--- src/timer_regs_pkg.sv ---
// Shared constants of the timer register slice.
// Assumes a 32-bit Avalon-MM register bus with byte addresses.
package timer_regs_pkg;

	// ----------------------------------------
	// Register offsets
	// ----------------------------------------
	localparam logic [7:0] addr_flag_set = 8'h14;
	localparam logic [7:0] addr_counter = 8'h24;
	localparam logic [7:0] addr_routing = 8'h28;
	localparam logic [7:0] addr_out_enables = 8'h7c;
	localparam logic [7:0] addr_fault_status = 8'h80;
	localparam logic [7:0] addr_fault_clear = 8'h84;
	localparam logic [7:0] addr_fault_enables = 8'h88;
	localparam logic [7:0] addr_flags = 8'h8c;

	// ----------------------------------------
	// Field positions
	// ----------------------------------------
	localparam int flag_cc1_pos = 5;
	localparam int flag_cc2_pos = 6;
	localparam int flag_ovf_pos = 8;
	localparam int route_chan_pos = 0;
	localparam int route_comp_pos = 8;
	localparam int route_loc_pos = 16;
	localparam int gen_chan_pos = 0;
	localparam int gen_comp_pos = 3;
	localparam logic [2:0] loc_max = 3'h5;

	// ----------------------------------------
	// Reset values
	// ----------------------------------------
	localparam logic [15:0] count_reset = 16'h0000;
	localparam logic [31:0] reg_reset = 32'h0000_0000;

	typedef enum logic [1:0] {
		bus_idle = 2'b00,
		bus_answer = 2'b01
	} bus_state_type;

endpackage : timer_regs_pkg

--- src/capture_overflow.sv ---
// Detects capture buffer overflow for one channel.
// Assumes capture and read strobes are single-cycle pulses on clk_sys_i.
`timescale 1ns/1ns
module capture_overflow (
	input wire logic clk_sys_i,
	input wire logic rst_i,
	input wire logic capture_i,
	input wire logic read_i,
	output logic overflow_o
);
	logic [1:0] unread_q;

	// Unread values held in the value/buffer pair
	always_ff @(posedge clk_sys_i or posedge rst_i) begin
		if (rst_i) begin
			unread_q <= 2'h0;
		end else if (capture_i && !read_i && unread_q != 2'h2) begin
			unread_q <= unread_q + 2'h1;
		end else if (read_i && !capture_i && unread_q != 2'h0) begin
			unread_q <= unread_q - 2'h1;
		end
	end

	// Full pair plus a new capture displaces an unread value
	assign overflow_o = capture_i && unread_q == 2'h2 && !read_i;
endmodule : capture_overflow

--- src/dead_time_gate.sv ---
// Output gating of the dead-time unit for one channel pair.
// Assumes pwm_i is the compare output of the channel.
`timescale 1ns/1ns
module dead_time_gate (
	input wire logic clk_sys_i,
	input wire logic rst_i,
	input wire logic pwm_i,
	input wire logic gen_primary_i,
	input wire logic gen_comp_i,
	input wire logic pin_primary_i,
	input wire logic pin_comp_i,
	input wire logic fault_i,
	output logic primary_o,
	output logic comp_o
);
	always_ff @(posedge clk_sys_i or posedge rst_i) begin
		if (rst_i) begin
			primary_o <= 1'b0;
			comp_o <= 1'b0;
		end else begin
			// Fault forces both switches off
			primary_o <= pwm_i && gen_primary_i && pin_primary_i && !fault_i;
			comp_o <= !pwm_i && gen_comp_i && pin_comp_i && !fault_i;
		end
	end
endmodule : dead_time_gate

--- src/timer_dead_time_route_regs.sv ---
// Register slice of a three-channel timer with dead-time output gating.
// Assumes an Avalon-MM master on clk_sys_i and synchronous event inputs.
//
// How it works
// Writing one to flag-set bits 10..8 sets capture overflow flag of channel 2..0.
// Writing one to flag-set bits 6, 5 sets channel 2, 1 event flag.
// Zero writes leave flags alone; flag-set reads as zero.
// Capture overflow flag rises when a new capture displaces an unread value.
// Counter register holds 16-bit count, resets to zero, software and hardware write it.
// Location field bits 18:16 selects pin location 0 to 5.
// Routing bits 10..8 connect complementary outputs 2..0 to pins, off at reset.
// Routing bits 2..0 connect channel outputs 2..0 to pins, off at reset.
// Generation bits 5..3 gate complementary outputs of channels 2..0.
// Generation bits 2..0 gate primary outputs of channels 2..0.
// Each of three channels gets an extra complementary output.
// Fault bit 3 sets on core lockup while its enable is one.
// Fault bit 2 sets on debugger fault while its enable is one.
// Fault bit 1 sets on event input 1 fault while its enable is one.
// Fault bit 0 sets on event input 0 fault while its enable is one.
// Fault bits are read-only, cleared only through the fault-clear register.
// Software writes zero to reserved bits.
//
// Register access over Avalon-MM was decided locally.
`timescale 1ns/1ns
module timer_dead_time_route_regs (
	input wire logic clk_sys_i,
	input wire logic rst_i,
	input wire logic [7:0] avs_address_i,
	input wire logic avs_read_i,
	input wire logic avs_write_i,
	input wire logic [31:0] avs_writedata_i,
	input wire logic [3:0] avs_byteenable_i,
	output logic [31:0] avs_readdata_o,
	output logic avs_waitrequest_o,
	input wire logic count_tick_i,
	input wire logic [2:0] capture_i,
	input wire logic [2:0] capture_read_i,
	input wire logic [2:0] pwm_i,
	input wire logic core_lockup_i,
	input wire logic debugger_fault_i,
	input wire logic [1:0] reflex_event_fault_i,
	output logic [2:0] chan_pin_o,
	output logic [2:0] comp_pin_o,
	output logic [2:0] pin_location_o,
	output logic [15:0] count_value_o
);
	import timer_regs_pkg::*;

	// ----------------------------------------
	// Register state
	// ----------------------------------------
	bus_state_type bus_state_q;
	logic [31:0] readdata_q;
	logic [15:0] count_value_q;
	logic [2:0] location_q;
	logic [2:0] chan_pin_enable_q;
	logic [2:0] comp_pin_enable_q;
	logic [2:0] chan_gen_enable_q;
	logic [2:0] comp_gen_enable_q;
	logic [3:0] fault_flags_q;
	logic [3:0] fault_enables_q;
	logic [2:0] overflow_flags_q;
	logic [2:1] event_flags_q;

	// ----------------------------------------
	// Internal nets
	// ----------------------------------------
	logic [2:0] overflow_evt;
	logic [2:0] gated_chan;
	logic [2:0] gated_comp;
	logic [3:0] fault_src;
	logic fault_any;
	logic wr_go;
	logic rd_go;
	logic [31:0] wdata;
	logic [31:0] count_merged;

	// ----------------------------------------
	// Decoded register selects
	// ----------------------------------------
	logic wr_flag_set;
	logic wr_counter;
	logic wr_routing;
	logic wr_out_enables;
	logic wr_fault_clear;
	logic wr_fault_enables;
	logic rd_counter;
	logic rd_routing;
	logic rd_out_enables;
	logic rd_fault_status;
	logic rd_fault_enables;
	logic rd_flags;

	// Byte-lane merge of write data with current contents
	function automatic logic [31:0] merge(input logic [31:0] old, input logic [31:0] nw, input logic [3:0] be);
		logic [31:0] r;
		r = old;
		for (int i = 0; i < 4; i++) begin
			if (be[i]) begin
				r[i*8 +: 8] = nw[i*8 +: 8];
			end
		end
		return r;
	endfunction : merge

	function automatic logic hit(input logic [7:0] a, input logic [7:0] reg_addr);
		return a == reg_addr;
	endfunction : hit

	// ----------------------------------------
	// Avalon slave handshake
	// ----------------------------------------
	// One wait state per access keeps read data registered
	// Reads are captured on entry, writes land in the answer cycle
	assign wr_go = avs_write_i && bus_state_q == bus_answer;
	assign rd_go = avs_read_i && bus_state_q == bus_idle;
	assign wdata = merge(reg_reset, avs_writedata_i, avs_byteenable_i);

	always_ff @(posedge clk_sys_i or posedge rst_i) begin
		if (rst_i) begin
			bus_state_q <= bus_idle;
			avs_waitrequest_o <= 1'b1;
		end else begin
			unique case (bus_state_q)
				bus_idle: begin
					if (avs_read_i || avs_write_i) begin
						bus_state_q <= bus_answer;
						avs_waitrequest_o <= 1'b0;
					end
				end
				bus_answer: begin
					bus_state_q <= bus_idle;
					avs_waitrequest_o <= 1'b1;
				end
				// Unused codes fall back to idle so the bus cannot lock up
				default: begin
					bus_state_q <= bus_idle;
					avs_waitrequest_o <= 1'b1;
				end
			endcase
		end
	end

	// ----------------------------------------
	// Register decode
	// ----------------------------------------
	// Each write strobe fires once, in the answer cycle
	assign wr_flag_set = wr_go && hit(avs_address_i, addr_flag_set);
	assign wr_counter = wr_go && hit(avs_address_i, addr_counter);
	assign wr_routing = wr_go && hit(avs_address_i, addr_routing);
	assign wr_out_enables = wr_go && hit(avs_address_i, addr_out_enables);
	assign wr_fault_clear = wr_go && hit(avs_address_i, addr_fault_clear);
	assign wr_fault_enables = wr_go && hit(avs_address_i, addr_fault_enables);

	// Read selects are qualified by rd_go in the read mux
	assign rd_counter = hit(avs_address_i, addr_counter);
	assign rd_routing = hit(avs_address_i, addr_routing);
	assign rd_out_enables = hit(avs_address_i, addr_out_enables);
	assign rd_fault_status = hit(avs_address_i, addr_fault_status);
	assign rd_fault_enables = hit(avs_address_i, addr_fault_enables);
	assign rd_flags = hit(avs_address_i, addr_flags);

	// ----------------------------------------
	// Read mux
	// ----------------------------------------
	// Data captured on entry stands through the answer cycle
	always_ff @(posedge clk_sys_i or posedge rst_i) begin
		if (rst_i) begin
			readdata_q <= reg_reset;
		end else if (rd_go) begin
			readdata_q <= reg_reset;
			if (rd_counter) begin
				readdata_q[15:0] <= count_value_q;
			end
			if (rd_routing) begin
				readdata_q[route_loc_pos +: 3] <= location_q;
				readdata_q[route_comp_pos +: 3] <= comp_pin_enable_q;
				readdata_q[route_chan_pos +: 3] <= chan_pin_enable_q;
			end
			if (rd_out_enables) begin
				readdata_q[gen_comp_pos +: 3] <= comp_gen_enable_q;
				readdata_q[gen_chan_pos +: 3] <= chan_gen_enable_q;
			end
			if (rd_fault_status) begin
				readdata_q[3:0] <= fault_flags_q;
			end
			if (rd_fault_enables) begin
				readdata_q[3:0] <= fault_enables_q;
			end
			if (rd_flags) begin
				readdata_q[flag_ovf_pos +: 3] <= overflow_flags_q;
				readdata_q[flag_cc2_pos] <= event_flags_q[2];
				readdata_q[flag_cc1_pos] <= event_flags_q[1];
			end
			// Flag-set, fault-clear and unmapped addresses read zero
		end
	end
	assign avs_readdata_o = readdata_q;

	// ----------------------------------------
	// Counter
	// ----------------------------------------
	// Only the low two byte lanes reach the 16-bit count
	assign count_merged = merge({16'h0000, count_value_q}, avs_writedata_i, avs_byteenable_i);

	// A bus write wins over a tick in the same cycle
	always_ff @(posedge clk_sys_i or posedge rst_i) begin
		if (rst_i) begin
			count_value_q <= count_reset;
		end else if (wr_counter) begin
			count_value_q <= count_merged[15:0];
		end else if (count_tick_i) begin
			count_value_q <= count_value_q + 16'h0001;
		end
	end
	assign count_value_o = count_value_q;

	// ----------------------------------------
	// Pin routing
	// ----------------------------------------
	always_ff @(posedge clk_sys_i or posedge rst_i) begin
		if (rst_i) begin
			location_q <= 3'h0;
			comp_pin_enable_q <= 3'h0;
			chan_pin_enable_q <= 3'h0;
		end else if (wr_routing) begin
			// Each field sits in a byte lane of its own
			// Out-of-range location is ignored, keeping a valid pin set
			if (avs_byteenable_i[2] && avs_writedata_i[route_loc_pos +: 3] <= loc_max) begin
				location_q <= avs_writedata_i[route_loc_pos +: 3];
			end
			if (avs_byteenable_i[1]) begin
				comp_pin_enable_q <= avs_writedata_i[route_comp_pos +: 3];
			end
			if (avs_byteenable_i[0]) begin
				chan_pin_enable_q <= avs_writedata_i[route_chan_pos +: 3];
			end
		end
	end

	// ----------------------------------------
	// Output generation enables
	// ----------------------------------------
	always_ff @(posedge clk_sys_i or posedge rst_i) begin
		if (rst_i) begin
			comp_gen_enable_q <= 3'h0;
			chan_gen_enable_q <= 3'h0;
		end else if (wr_out_enables && avs_byteenable_i[0]) begin
			comp_gen_enable_q <= avs_writedata_i[gen_comp_pos +: 3];
			chan_gen_enable_q <= avs_writedata_i[gen_chan_pos +: 3];
		end
	end

	// ----------------------------------------
	// Pin location output
	// ----------------------------------------
	// Extra flop keeps the output straight from a register, one cycle late
	always_ff @(posedge clk_sys_i or posedge rst_i) begin
		if (rst_i) begin
			pin_location_o <= 3'h0;
		end else begin
			pin_location_o <= location_q;
		end
	end

	// ----------------------------------------
	// Dead-time fault enables
	// ----------------------------------------
	// Enable bits follow the status bit layout
	always_ff @(posedge clk_sys_i or posedge rst_i) begin
		if (rst_i) begin
			fault_enables_q <= 4'h0;
		end else if (wr_fault_enables && avs_byteenable_i[0]) begin
			fault_enables_q <= avs_writedata_i[3:0];
		end
	end

	// ----------------------------------------
	// Dead-time fault flags
	// ----------------------------------------
	assign fault_src = {core_lockup_i, debugger_fault_i, reflex_event_fault_i};

	// Set wins over a clear in the same cycle so no fault is lost
	always_ff @(posedge clk_sys_i or posedge rst_i) begin
		if (rst_i) begin
			fault_flags_q <= 4'h0;
		end else begin
			fault_flags_q <= (fault_flags_q & ~(wr_fault_clear ? wdata[3:0] : 4'h0))
				| (fault_src & fault_enables_q);
		end
	end
	// Any latched fault turns every bridge switch off
	assign fault_any = |fault_flags_q;

	// ----------------------------------------
	// Output gating
	// ----------------------------------------
	// Gated pins come from flops so a fault cannot glitch them
	generate
		for (genvar ch = 0; ch < 3; ch++) begin : g_gate
			dead_time_gate u_gate (
				.clk_sys_i(clk_sys_i),
				.rst_i(rst_i),
				.pwm_i(pwm_i[ch]),
				.gen_primary_i(chan_gen_enable_q[ch]),
				.gen_comp_i(comp_gen_enable_q[ch]),
				.pin_primary_i(chan_pin_enable_q[ch]),
				.pin_comp_i(comp_pin_enable_q[ch]),
				.fault_i(fault_any),
				.primary_o(gated_chan[ch]),
				.comp_o(gated_comp[ch])
			);
		end
	endgenerate
	assign chan_pin_o = gated_chan;
	assign comp_pin_o = gated_comp;

	// ----------------------------------------
	// Interrupt flags
	// ----------------------------------------
	// One overflow detector per capture channel
	generate
		for (genvar ch = 0; ch < 3; ch++) begin : g_chan
			capture_overflow u_ovf (
				.clk_sys_i(clk_sys_i),
				.rst_i(rst_i),
				.capture_i(capture_i[ch]),
				.read_i(capture_read_i[ch]),
				.overflow_o(overflow_evt[ch])
			);
		end
	endgenerate

	// Flags only ever set here; clearing lives outside this slice
	always_ff @(posedge clk_sys_i or posedge rst_i) begin
		if (rst_i) begin
			overflow_flags_q <= 3'h0;
			event_flags_q <= 2'h0;
		end else begin
			overflow_flags_q <= overflow_flags_q | overflow_evt
				| (wr_flag_set ? wdata[flag_ovf_pos +: 3] : 3'h0);
			event_flags_q <= event_flags_q
				| (wr_flag_set ? wdata[flag_cc1_pos +: 2] : 2'h0);
		end
	end
endmodule : timer_dead_time_route_regs

--- config.mk ---
export PLATFORM = sky130hd
export DESIGN_NAME = timer_dead_time_route_regs
export DESIGN_NICKNAME = d
export VERILOG_FILES = /design/src/timer_regs_pkg.sv /design/src/capture_overflow.sv /design/src/dead_time_gate.sv /design/src/timer_dead_time_route_regs.sv
export SDC_FILE = /design/constraint.sdc
export NUM_CORES = 1
export LEC_CHECK = 0
export BUFFER_PORTS_ARGS = -buffer_cell sky130_fd_sc_hd__buf_2
export CORE_UTILIZATION = 56
export CTS_CLUSTER_DIAMETER = 30
export DETAILED_ROUTE_END_ITERATION = 6
export PLACE_DENSITY = 0.85
export SKIP_LAST_GASP = 1
export SYNTH_ARGS = -nofsm -noshare
export SYNTH_HDL_FRONTEND = slang
export SYNTH_HIERARCHICAL = 1
export SYNTH_SLANG_ARGS = --single-unit
--- constraint.sdc ---
create_clock -name clk_sys_i -period 4.1 [get_ports clk_sys_i]
set_clock_uncertainty 0.05 [all_clocks]
set_input_delay 0.82 -clock clk_sys_i [delete_from_list [all_inputs] [get_ports clk_sys_i]]
set_output_delay 0.82 -clock clk_sys_i [all_outputs]
set_load 0.05 [all_outputs]
Yosys cells after proc, flatten, opt, wreduce, memory -nomap -nowiden

Index checks and enable logic that the tools add are counted.

Input bits: 62
Flip-flop bits (word level): 81
Logic and storage cells: 157

Bitwise operators: 7
Magnitude comparators: 1
Reductions and logical operators: 72
Add/subtract/negate cells: 7
Equal/unequal tests: 18
Muxes and demuxes: 28

Operator list:

| cell                                                                  | number |
|---|---|
| 16-bit two-way mux                                                    | 3 |
| 1-bit logical AND                                                     | 47 |
| 8-bit equality test, second input constant                            | 4 |
| 2-bit two-way mux                                                     | 10 |
| 3-bit two-way mux                                                     | 6 |
| 16-bit by 1-bit adder with 16-bit output, second input constant       | 1 |
| 8-bit by 6-bit equality test with 1-bit output, second input constant | 2 |
| 8-bit two-way mux                                                     | 2 |
| 2-bit nonzero test                                                    | 7 |
| 4-bit two-way mux                                                     | 3 |
| 1-bit logical NOT                                                     | 10 |
| 2-bit != test, second input constant                                  | 5 |
| 2-bit AND reduction                                                   | 5 |
| 4-bit bitwise AND                                                     | 2 |
| 8-bit by 5-bit equality test with 1-bit output, second input constant | 1 |
| 8-bit by 7-bit equality test with 1-bit output, second input constant | 1 |
| 7-bit two-way mux                                                     | 1 |
| 2-bit by 1-bit adder with 2-bit output, second input constant         | 3 |
| 2-bit equality test, second input constant                            | 3 |
| 6-bit two-way mux                                                     | 1 |
| 3-bit OR                                                              | 2 |
| 2-bit by 1-bit subtractor with 2-bit output, second input constant    | 3 |
| 4-bit inverter                                                        | 1 |
| 4-bit OR                                                              | 1 |
| 8 further kinds                                                       | 9 |

Logic depth before layout (Yosys ltp)

Depth in word-level cells: 7
Depth in mapped cells: 6
Mapped depth without buffers: 5

Modules after synthesis

The synthesis kept the hierarchy.

Modules (own cells, without submodules):

| module                     | cells an instance | times used | area an instance (um^2) | seq. area each (um^2) |
|---|---|---|---|---|
| timer_dead_time_route_regs | 343               | 1          | 3,559.7                 | 1,702.9 |
| capture_overflow           | 13                | 3          | 127.6                   | 50.0 |
| dead_time_gate             | 5                 | 3          | 76.3                    | 50.0 |

Worst setup path after synthesis

No wires, ideal clock.

Kind: input -> register
Start: input avs_address_i[4]
End: register count_value_q[10] (netlist: count_value_o[10])
Path buffers: 1
Path slack: 1.630 ns
Stages on the path: 5
Data required time: 3.931 ns
Arrival time: 2.301 ns
Cell sequence: or4b_1 buf_2 or4_4 a21boi_1 o21ba_1

Word-level cells in the longest chain between the ends: 4
Elaborated cells between the ends (all ways): 6

RTL lines:

| element                                                                     | line                              | RTL |
|---|---|---|
| start: declaration                                                          | timer_dead_time_route_regs.sv:28  | `input wire logic [7:0] avs_address_i,` |
| 8-bit by 6-bit equality test with 1-bit output (*)                          | timer_dead_time_route_regs.sv:107 | `return a == reg_addr;` |
| 1-bit logical AND (*)                                                       | timer_dead_time_route_regs.sv:149 | `assign wr_counter = wr_go && hit(avs_address_i, addr_counter);` |
| 2-bit != test (no source line) / 2-bit nonzero test (equally long branches) | n/a                               |  |
| 2-bit AND reduction (no source line)                                        | n/a                               |  |
| end signal: assignment                                                      | timer_dead_time_route_regs.sv:209 | `count_value_q <= count_reset;` |
| end signal: assignment                                                      | timer_dead_time_route_regs.sv:211 | `count_value_q <= count_merged[15:0];` |
| end signal: assignment                                                      | timer_dead_time_route_regs.sv:213 | `count_value_q <= count_value_q + 16'h0001;` |
| end: declaration                                                            | timer_dead_time_route_regs.sv:54  | `logic [15:0] count_value_q;` |

Every way passes the cells marked *; elsewhere a longest branch is shown, timed or not.
A chain may end at the register's enable or synchronous reset.

Worst setup path after layout

Start: input avs_address_i[4]
End: register readdata_q[2] (netlist: avs_readdata_o[2])

Word-level cells in the longest chain between the ends: 6
Elaborated cells between the ends (all ways): 10

RTL lines:

| element                                        | line                              | RTL |
|---|---|---|
| 8-bit by 6-bit equality test with 1-bit output | timer_dead_time_route_regs.sv:107 |  |
| 16-bit two-way mux                             | timer_dead_time_route_regs.sv:172 | `if (rd_counter) begin` |
| 3-bit two-way mux                              | timer_dead_time_route_regs.sv:175 | `if (rd_routing) begin` |
| 6-bit two-way mux                              | timer_dead_time_route_regs.sv:180 | `if (rd_out_enables) begin` |
| 4-bit two-way mux                              | timer_dead_time_route_regs.sv:184 | `if (rd_fault_status) begin` |
| 4-bit two-way mux (*)                          | timer_dead_time_route_regs.sv:187 | `if (rd_fault_enables) begin` |
| end signal: indexed assignment                 | timer_dead_time_route_regs.sv:176 | `readdata_q[route_loc_pos +: 3] <= location_q;` |
| end signal: indexed assignment                 | timer_dead_time_route_regs.sv:181 | `readdata_q[gen_comp_pos +: 3] <= comp_gen_enable_q;` |
| end signal: assignment                         | timer_dead_time_route_regs.sv:185 | `readdata_q[3:0] <= fault_flags_q;` |
| end: declaration                               | timer_dead_time_route_regs.sv:53  | `logic [31:0] readdata_q;` |

Marked as above.

==> flow_summary_export.csv <==
group,metric,value,unit
status,status,"finished, final reports clean",
floorplan,die_area,7799,µm²
final_layout,final_common_cell,"buf_2",
yosys,syn_area,4172,µm²
power_and_ir_drop,pwr-share-clk,0.298,
sta,setup_tns,0,ps
clock_network,clockRootBuffer,"clkbuf_8",
global_route,antenna_found_initial,0,
hold_path,hold_class,"in -> async",
global_route,grt_pass1_vias,3458,
power_and_ir_drop,swShare,0.3638,
power_and_ir_drop,power.density,456.8,nW/µm²
floorplan,rows,31,
power_and_ir_drop,vdd_drop_max,0.0002183,V
power_and_ir_drop,power_frac_comb,0.252,
sta,timing.fmax,360.3,MHz
final_layout,layout-drive-gt1-share,0.2851,
critical_path,worstSetupStartpointType,"primary input",
detailed_routing,routed_wl,11110,µm
clock_network,cts.sinks,80,
clock_network,insertion_delay,360,ps
sta,finalSetupViolCount,0,
final_layout,nets,549,
critical_path,r2r-end,"count_value_o[12]",
global_route,grt_first_pass_wirelength,17380,µm
floorplan,die_h,88.31,µm
yosys,ys_ff_latch,80,
critical_path,slowest_stage,"or4b_1",
placement,dp_slack,1033,ps
floorplan,initial_core_util,0.5782,
clock_network,postCtsHoldBufs,0,
placement,io_buffers,92,
clock_network,cts_resized,0,
detailed_routing,vias_per_cell,6.385,
critical_path,slowest_delay,850,ps
final_layout,fillers,596,
yosys,synthCells,397,
clock_network,cts_tree,"done",
yosys,ys.flop_type,"dfrtp_1",
global_route,grt_usage,0.2971,
detailed_routing,vias,3767,
power_and_ir_drop,seqPwrFrac,0.451,
sta,tightest_slew,959.9,ps
sta,period_share,0.6770,
flow_run,drv_cap,0,
critical_path,critPathMaxFanout,16,
detailed_routing,firstDrtPassIters,7,
sta,grt_setup_unrepaired,"false",
yosys,async_flop_share,1.000,
yosys,avgSynthCellArea,10.51,µm²
sta,drv_slew,0,
detailed_routing,drc,0,
power_and_ir_drop,switching_power,811.6,µW
floorplan,io_pins,120,
critical_path,cp_data_arrival_time,3000,ps
yosys,ys_types,66,
yosys,ys_seq_area_frac,0.4802,
critical_path,crit_chain,"buf_2, or4b_1, nor3_1, a221oi_1, nor3_1",
floorplan,die_x,88.31,µm
clock_network,cts_buffers,9,
power_and_ir_drop,p_leak,2.369,nW
final_layout,syn_to_final_growth,17.07,%
placement,dpl.hpwl,8136,µm
yosys,synth_edf_count,0,
critical_path,reg2regPathDepth,5,
critical_path,crit_path_frequent_cell,"nor3_1",
clock_network,post_cts_buffers,0,
critical_path,crit_type,"in -> reg",
sta,finalHoldViolCount,0,
critical_path,endpoint_kind,"flop",
yosys,yosysWarnings,6,
clock_network,clkSlewWorstSetupHoldPaths,80,ps
floorplan,core,7214,µm²
final_layout,antennaDiodeCount,0,
detailed_routing,avgRoutedWirePerCell,18.83,µm
global_route,grt_max_degree,40,
global_route,overflow,0,
final_layout,final_cell_mix,"92 x buf_2, 79 x dfrtp_1, 31 x nor2_1",
critical_path,reg2reg_slack,1820,ps
clock_network,cts_max_path_buffers,2,
sta,fin_ws,1324,ps
placement,place_congestion,0.8826,
detailed_routing,dr.first_iter.drc_count,339,
detailed_routing,ant_nets,0,
critical_path,cp.required,4330,ps
critical_path,r2r-start,"count_value_o[1]",
clock_network,htreeDepth,3,
power_and_ir_drop,p_int,1.419,mW
sta,slew_headroom,0.3600,
sta,min_period,2776,ps
-- layout make-up --
cell class,instances,area [µm²],share of cell area
Tap cell,99,123.9,0.02537
Inverter,16,60.06,0.01230
Clock inverter,3,65.06,0.01332
Multi-Input combinational cell,284,1989,0.4074
Timing Repair Buffer,95,483.0,0.09890
Sequential cell,80,2003,0.4102
Clock buffer,13,158.9,0.03254
-- per-layer routing --
metal	wire [µm]	part of all wire	track usage	up-vias
met3	727	0.065	0.05504	25
met1	4832	0.43	0.3994	1866
li1	-	-	-	1688
met4	250	0.023	0.1085	0
met5	0	0	0	-
met2	5298	0.48	0.4825	188
-- state kept, by name (all words and copies together), names as in the netlist --
| register | count |
|---|---|
| event_flags_q | 2 |
| location_q | 3 |
| g_gate.u_gate/primary_o | 3 |
| fault_flags_q | 4 |
| g_chan.u_ovf/unread_q | 6 |
| bus_state_q | 1 |
| g_gate.u_gate/comp_o | 3 |
| chan_pin_enable_q | 3 |
| comp_pin_enable_q | 3 |
| chan_gen_enable_q | 3 |
| pin_location_o | 3 |
| count_value_o | 16 |
| avs_waitrequest_o | 1 |
| comp_gen_enable_q | 3 |
| fault_enables_q | 4 |
| avs_readdata_o | 19 |
| overflow_flags_q | 3 |
-- logic make-up after synthesis --
logic type      after synthesis  synth area share
simple gates                155            0.2250
compound gates               94            0.1818
flops                        80            0.4802
buf+inv                      45           0.05369
mux                          21           0.05549
fa+ha+maj                     1          0.002999
other cells                   1         0.0008990
-- Yosys cell counts, types with 3 or more instances --
cell,n,share of area
mux2i_1,4,0.0096
o41ai_1,3,0.0063
or3b_1,3,0.0063
a221oi_1,8,0.017
nor3_1,12,0.014
nor2_1,31,0.028
and3_1,6,0.0090
a21oi_1,5,0.0060
nand2b_1,5,0.0075
inv_1,16,0.014
o22a_1,3,0.0063
a211oi_1,5,0.0090
nor3b_1,6,0.011
nand2_1,24,0.022
clkbuf_1,10,0.0090
nor2b_1,3,0.0045
o311ai_0,4,0.0084
mux2_2,17,0.046
or3_1,5,0.0075
and4bb_2,4,0.012
a22o_1,13,0.027
a221o_1,3,0.0072
o32ai_1,6,0.013
a211o_1,5,0.010
or4_1,3,0.0054
o311ai_1,3,0.0063
nand2b_4,3,0.0099
nand4_1,9,0.013
dfrtp_1,79,0.47
buf_2,4,0.0048
nand3_1,15,0.018
o2bb2ai_1,3,0.0063
nor4_1,7,0.010
a311oi_1,4,0.0084
buf_4,13,0.023
a31oi_1,3,0.0045
and4b_1,4,0.0096
or2b_1,3,0.0054
o21ai_0,8,0.0096
-- through the flow --
step | std cells | util | power, mW | cell area [µm²] | hold WS, ps
detailed placement | 574 | 0.6459 | 1.569 | 4659 | 345.4
global route | 590 | 0.6769 | 2.320 | 4883 | 324.2
global placement | 574 | 0.6459 | 1.549 | 4659 | 336.6
CTS | 590 | 0.6769 | 2.225 | 4883 | 313.6
finish | 590 | 0.6769 | 2.231 | 4883 | 318.2
floorplan | 409 | - | 1.402 | 4217 | 319.9
-- power by group through the flow --
stage	clock (mW)	combinational, mW	sequential, mW
after CTS	0.668	0.558	0.999
after global placement	0	0.544	1.01
final	0.664	0.562	1.01
after floorplan	0	0.265	1.14
after global routing	0.708	0.597	1.02
after detailed placement	0	0.555	1.01
-- critical path: cells and delay by family --
kind,cells,cell delay [ps]
simple gates,3,1820
compound gates,1,240
buf+inv,1,120
-- how the worst max path moves through the flow --
| stage | startpoint | endpoint | depth (start not counted) |
|---|---|---|---|
| 2_1_floorplan | rst_i | avs_readdata_o[0] | 1 |
| 5_1_grt | avs_address_i[4] | avs_readdata_o[2] | 5 |
| 3_5_place_dp | avs_address_i[4] | avs_readdata_o[2] | 5 |
| 6_report | avs_address_i[4] | avs_readdata_o[2] | 5 |
| 4_1_cts | avs_address_i[4] | avs_readdata_o[2] | 5 |
| 3_3_place_gp | avs_address_i[4] | avs_readdata_o[2] | 5 |
Power figures use the tool's default switching activity.
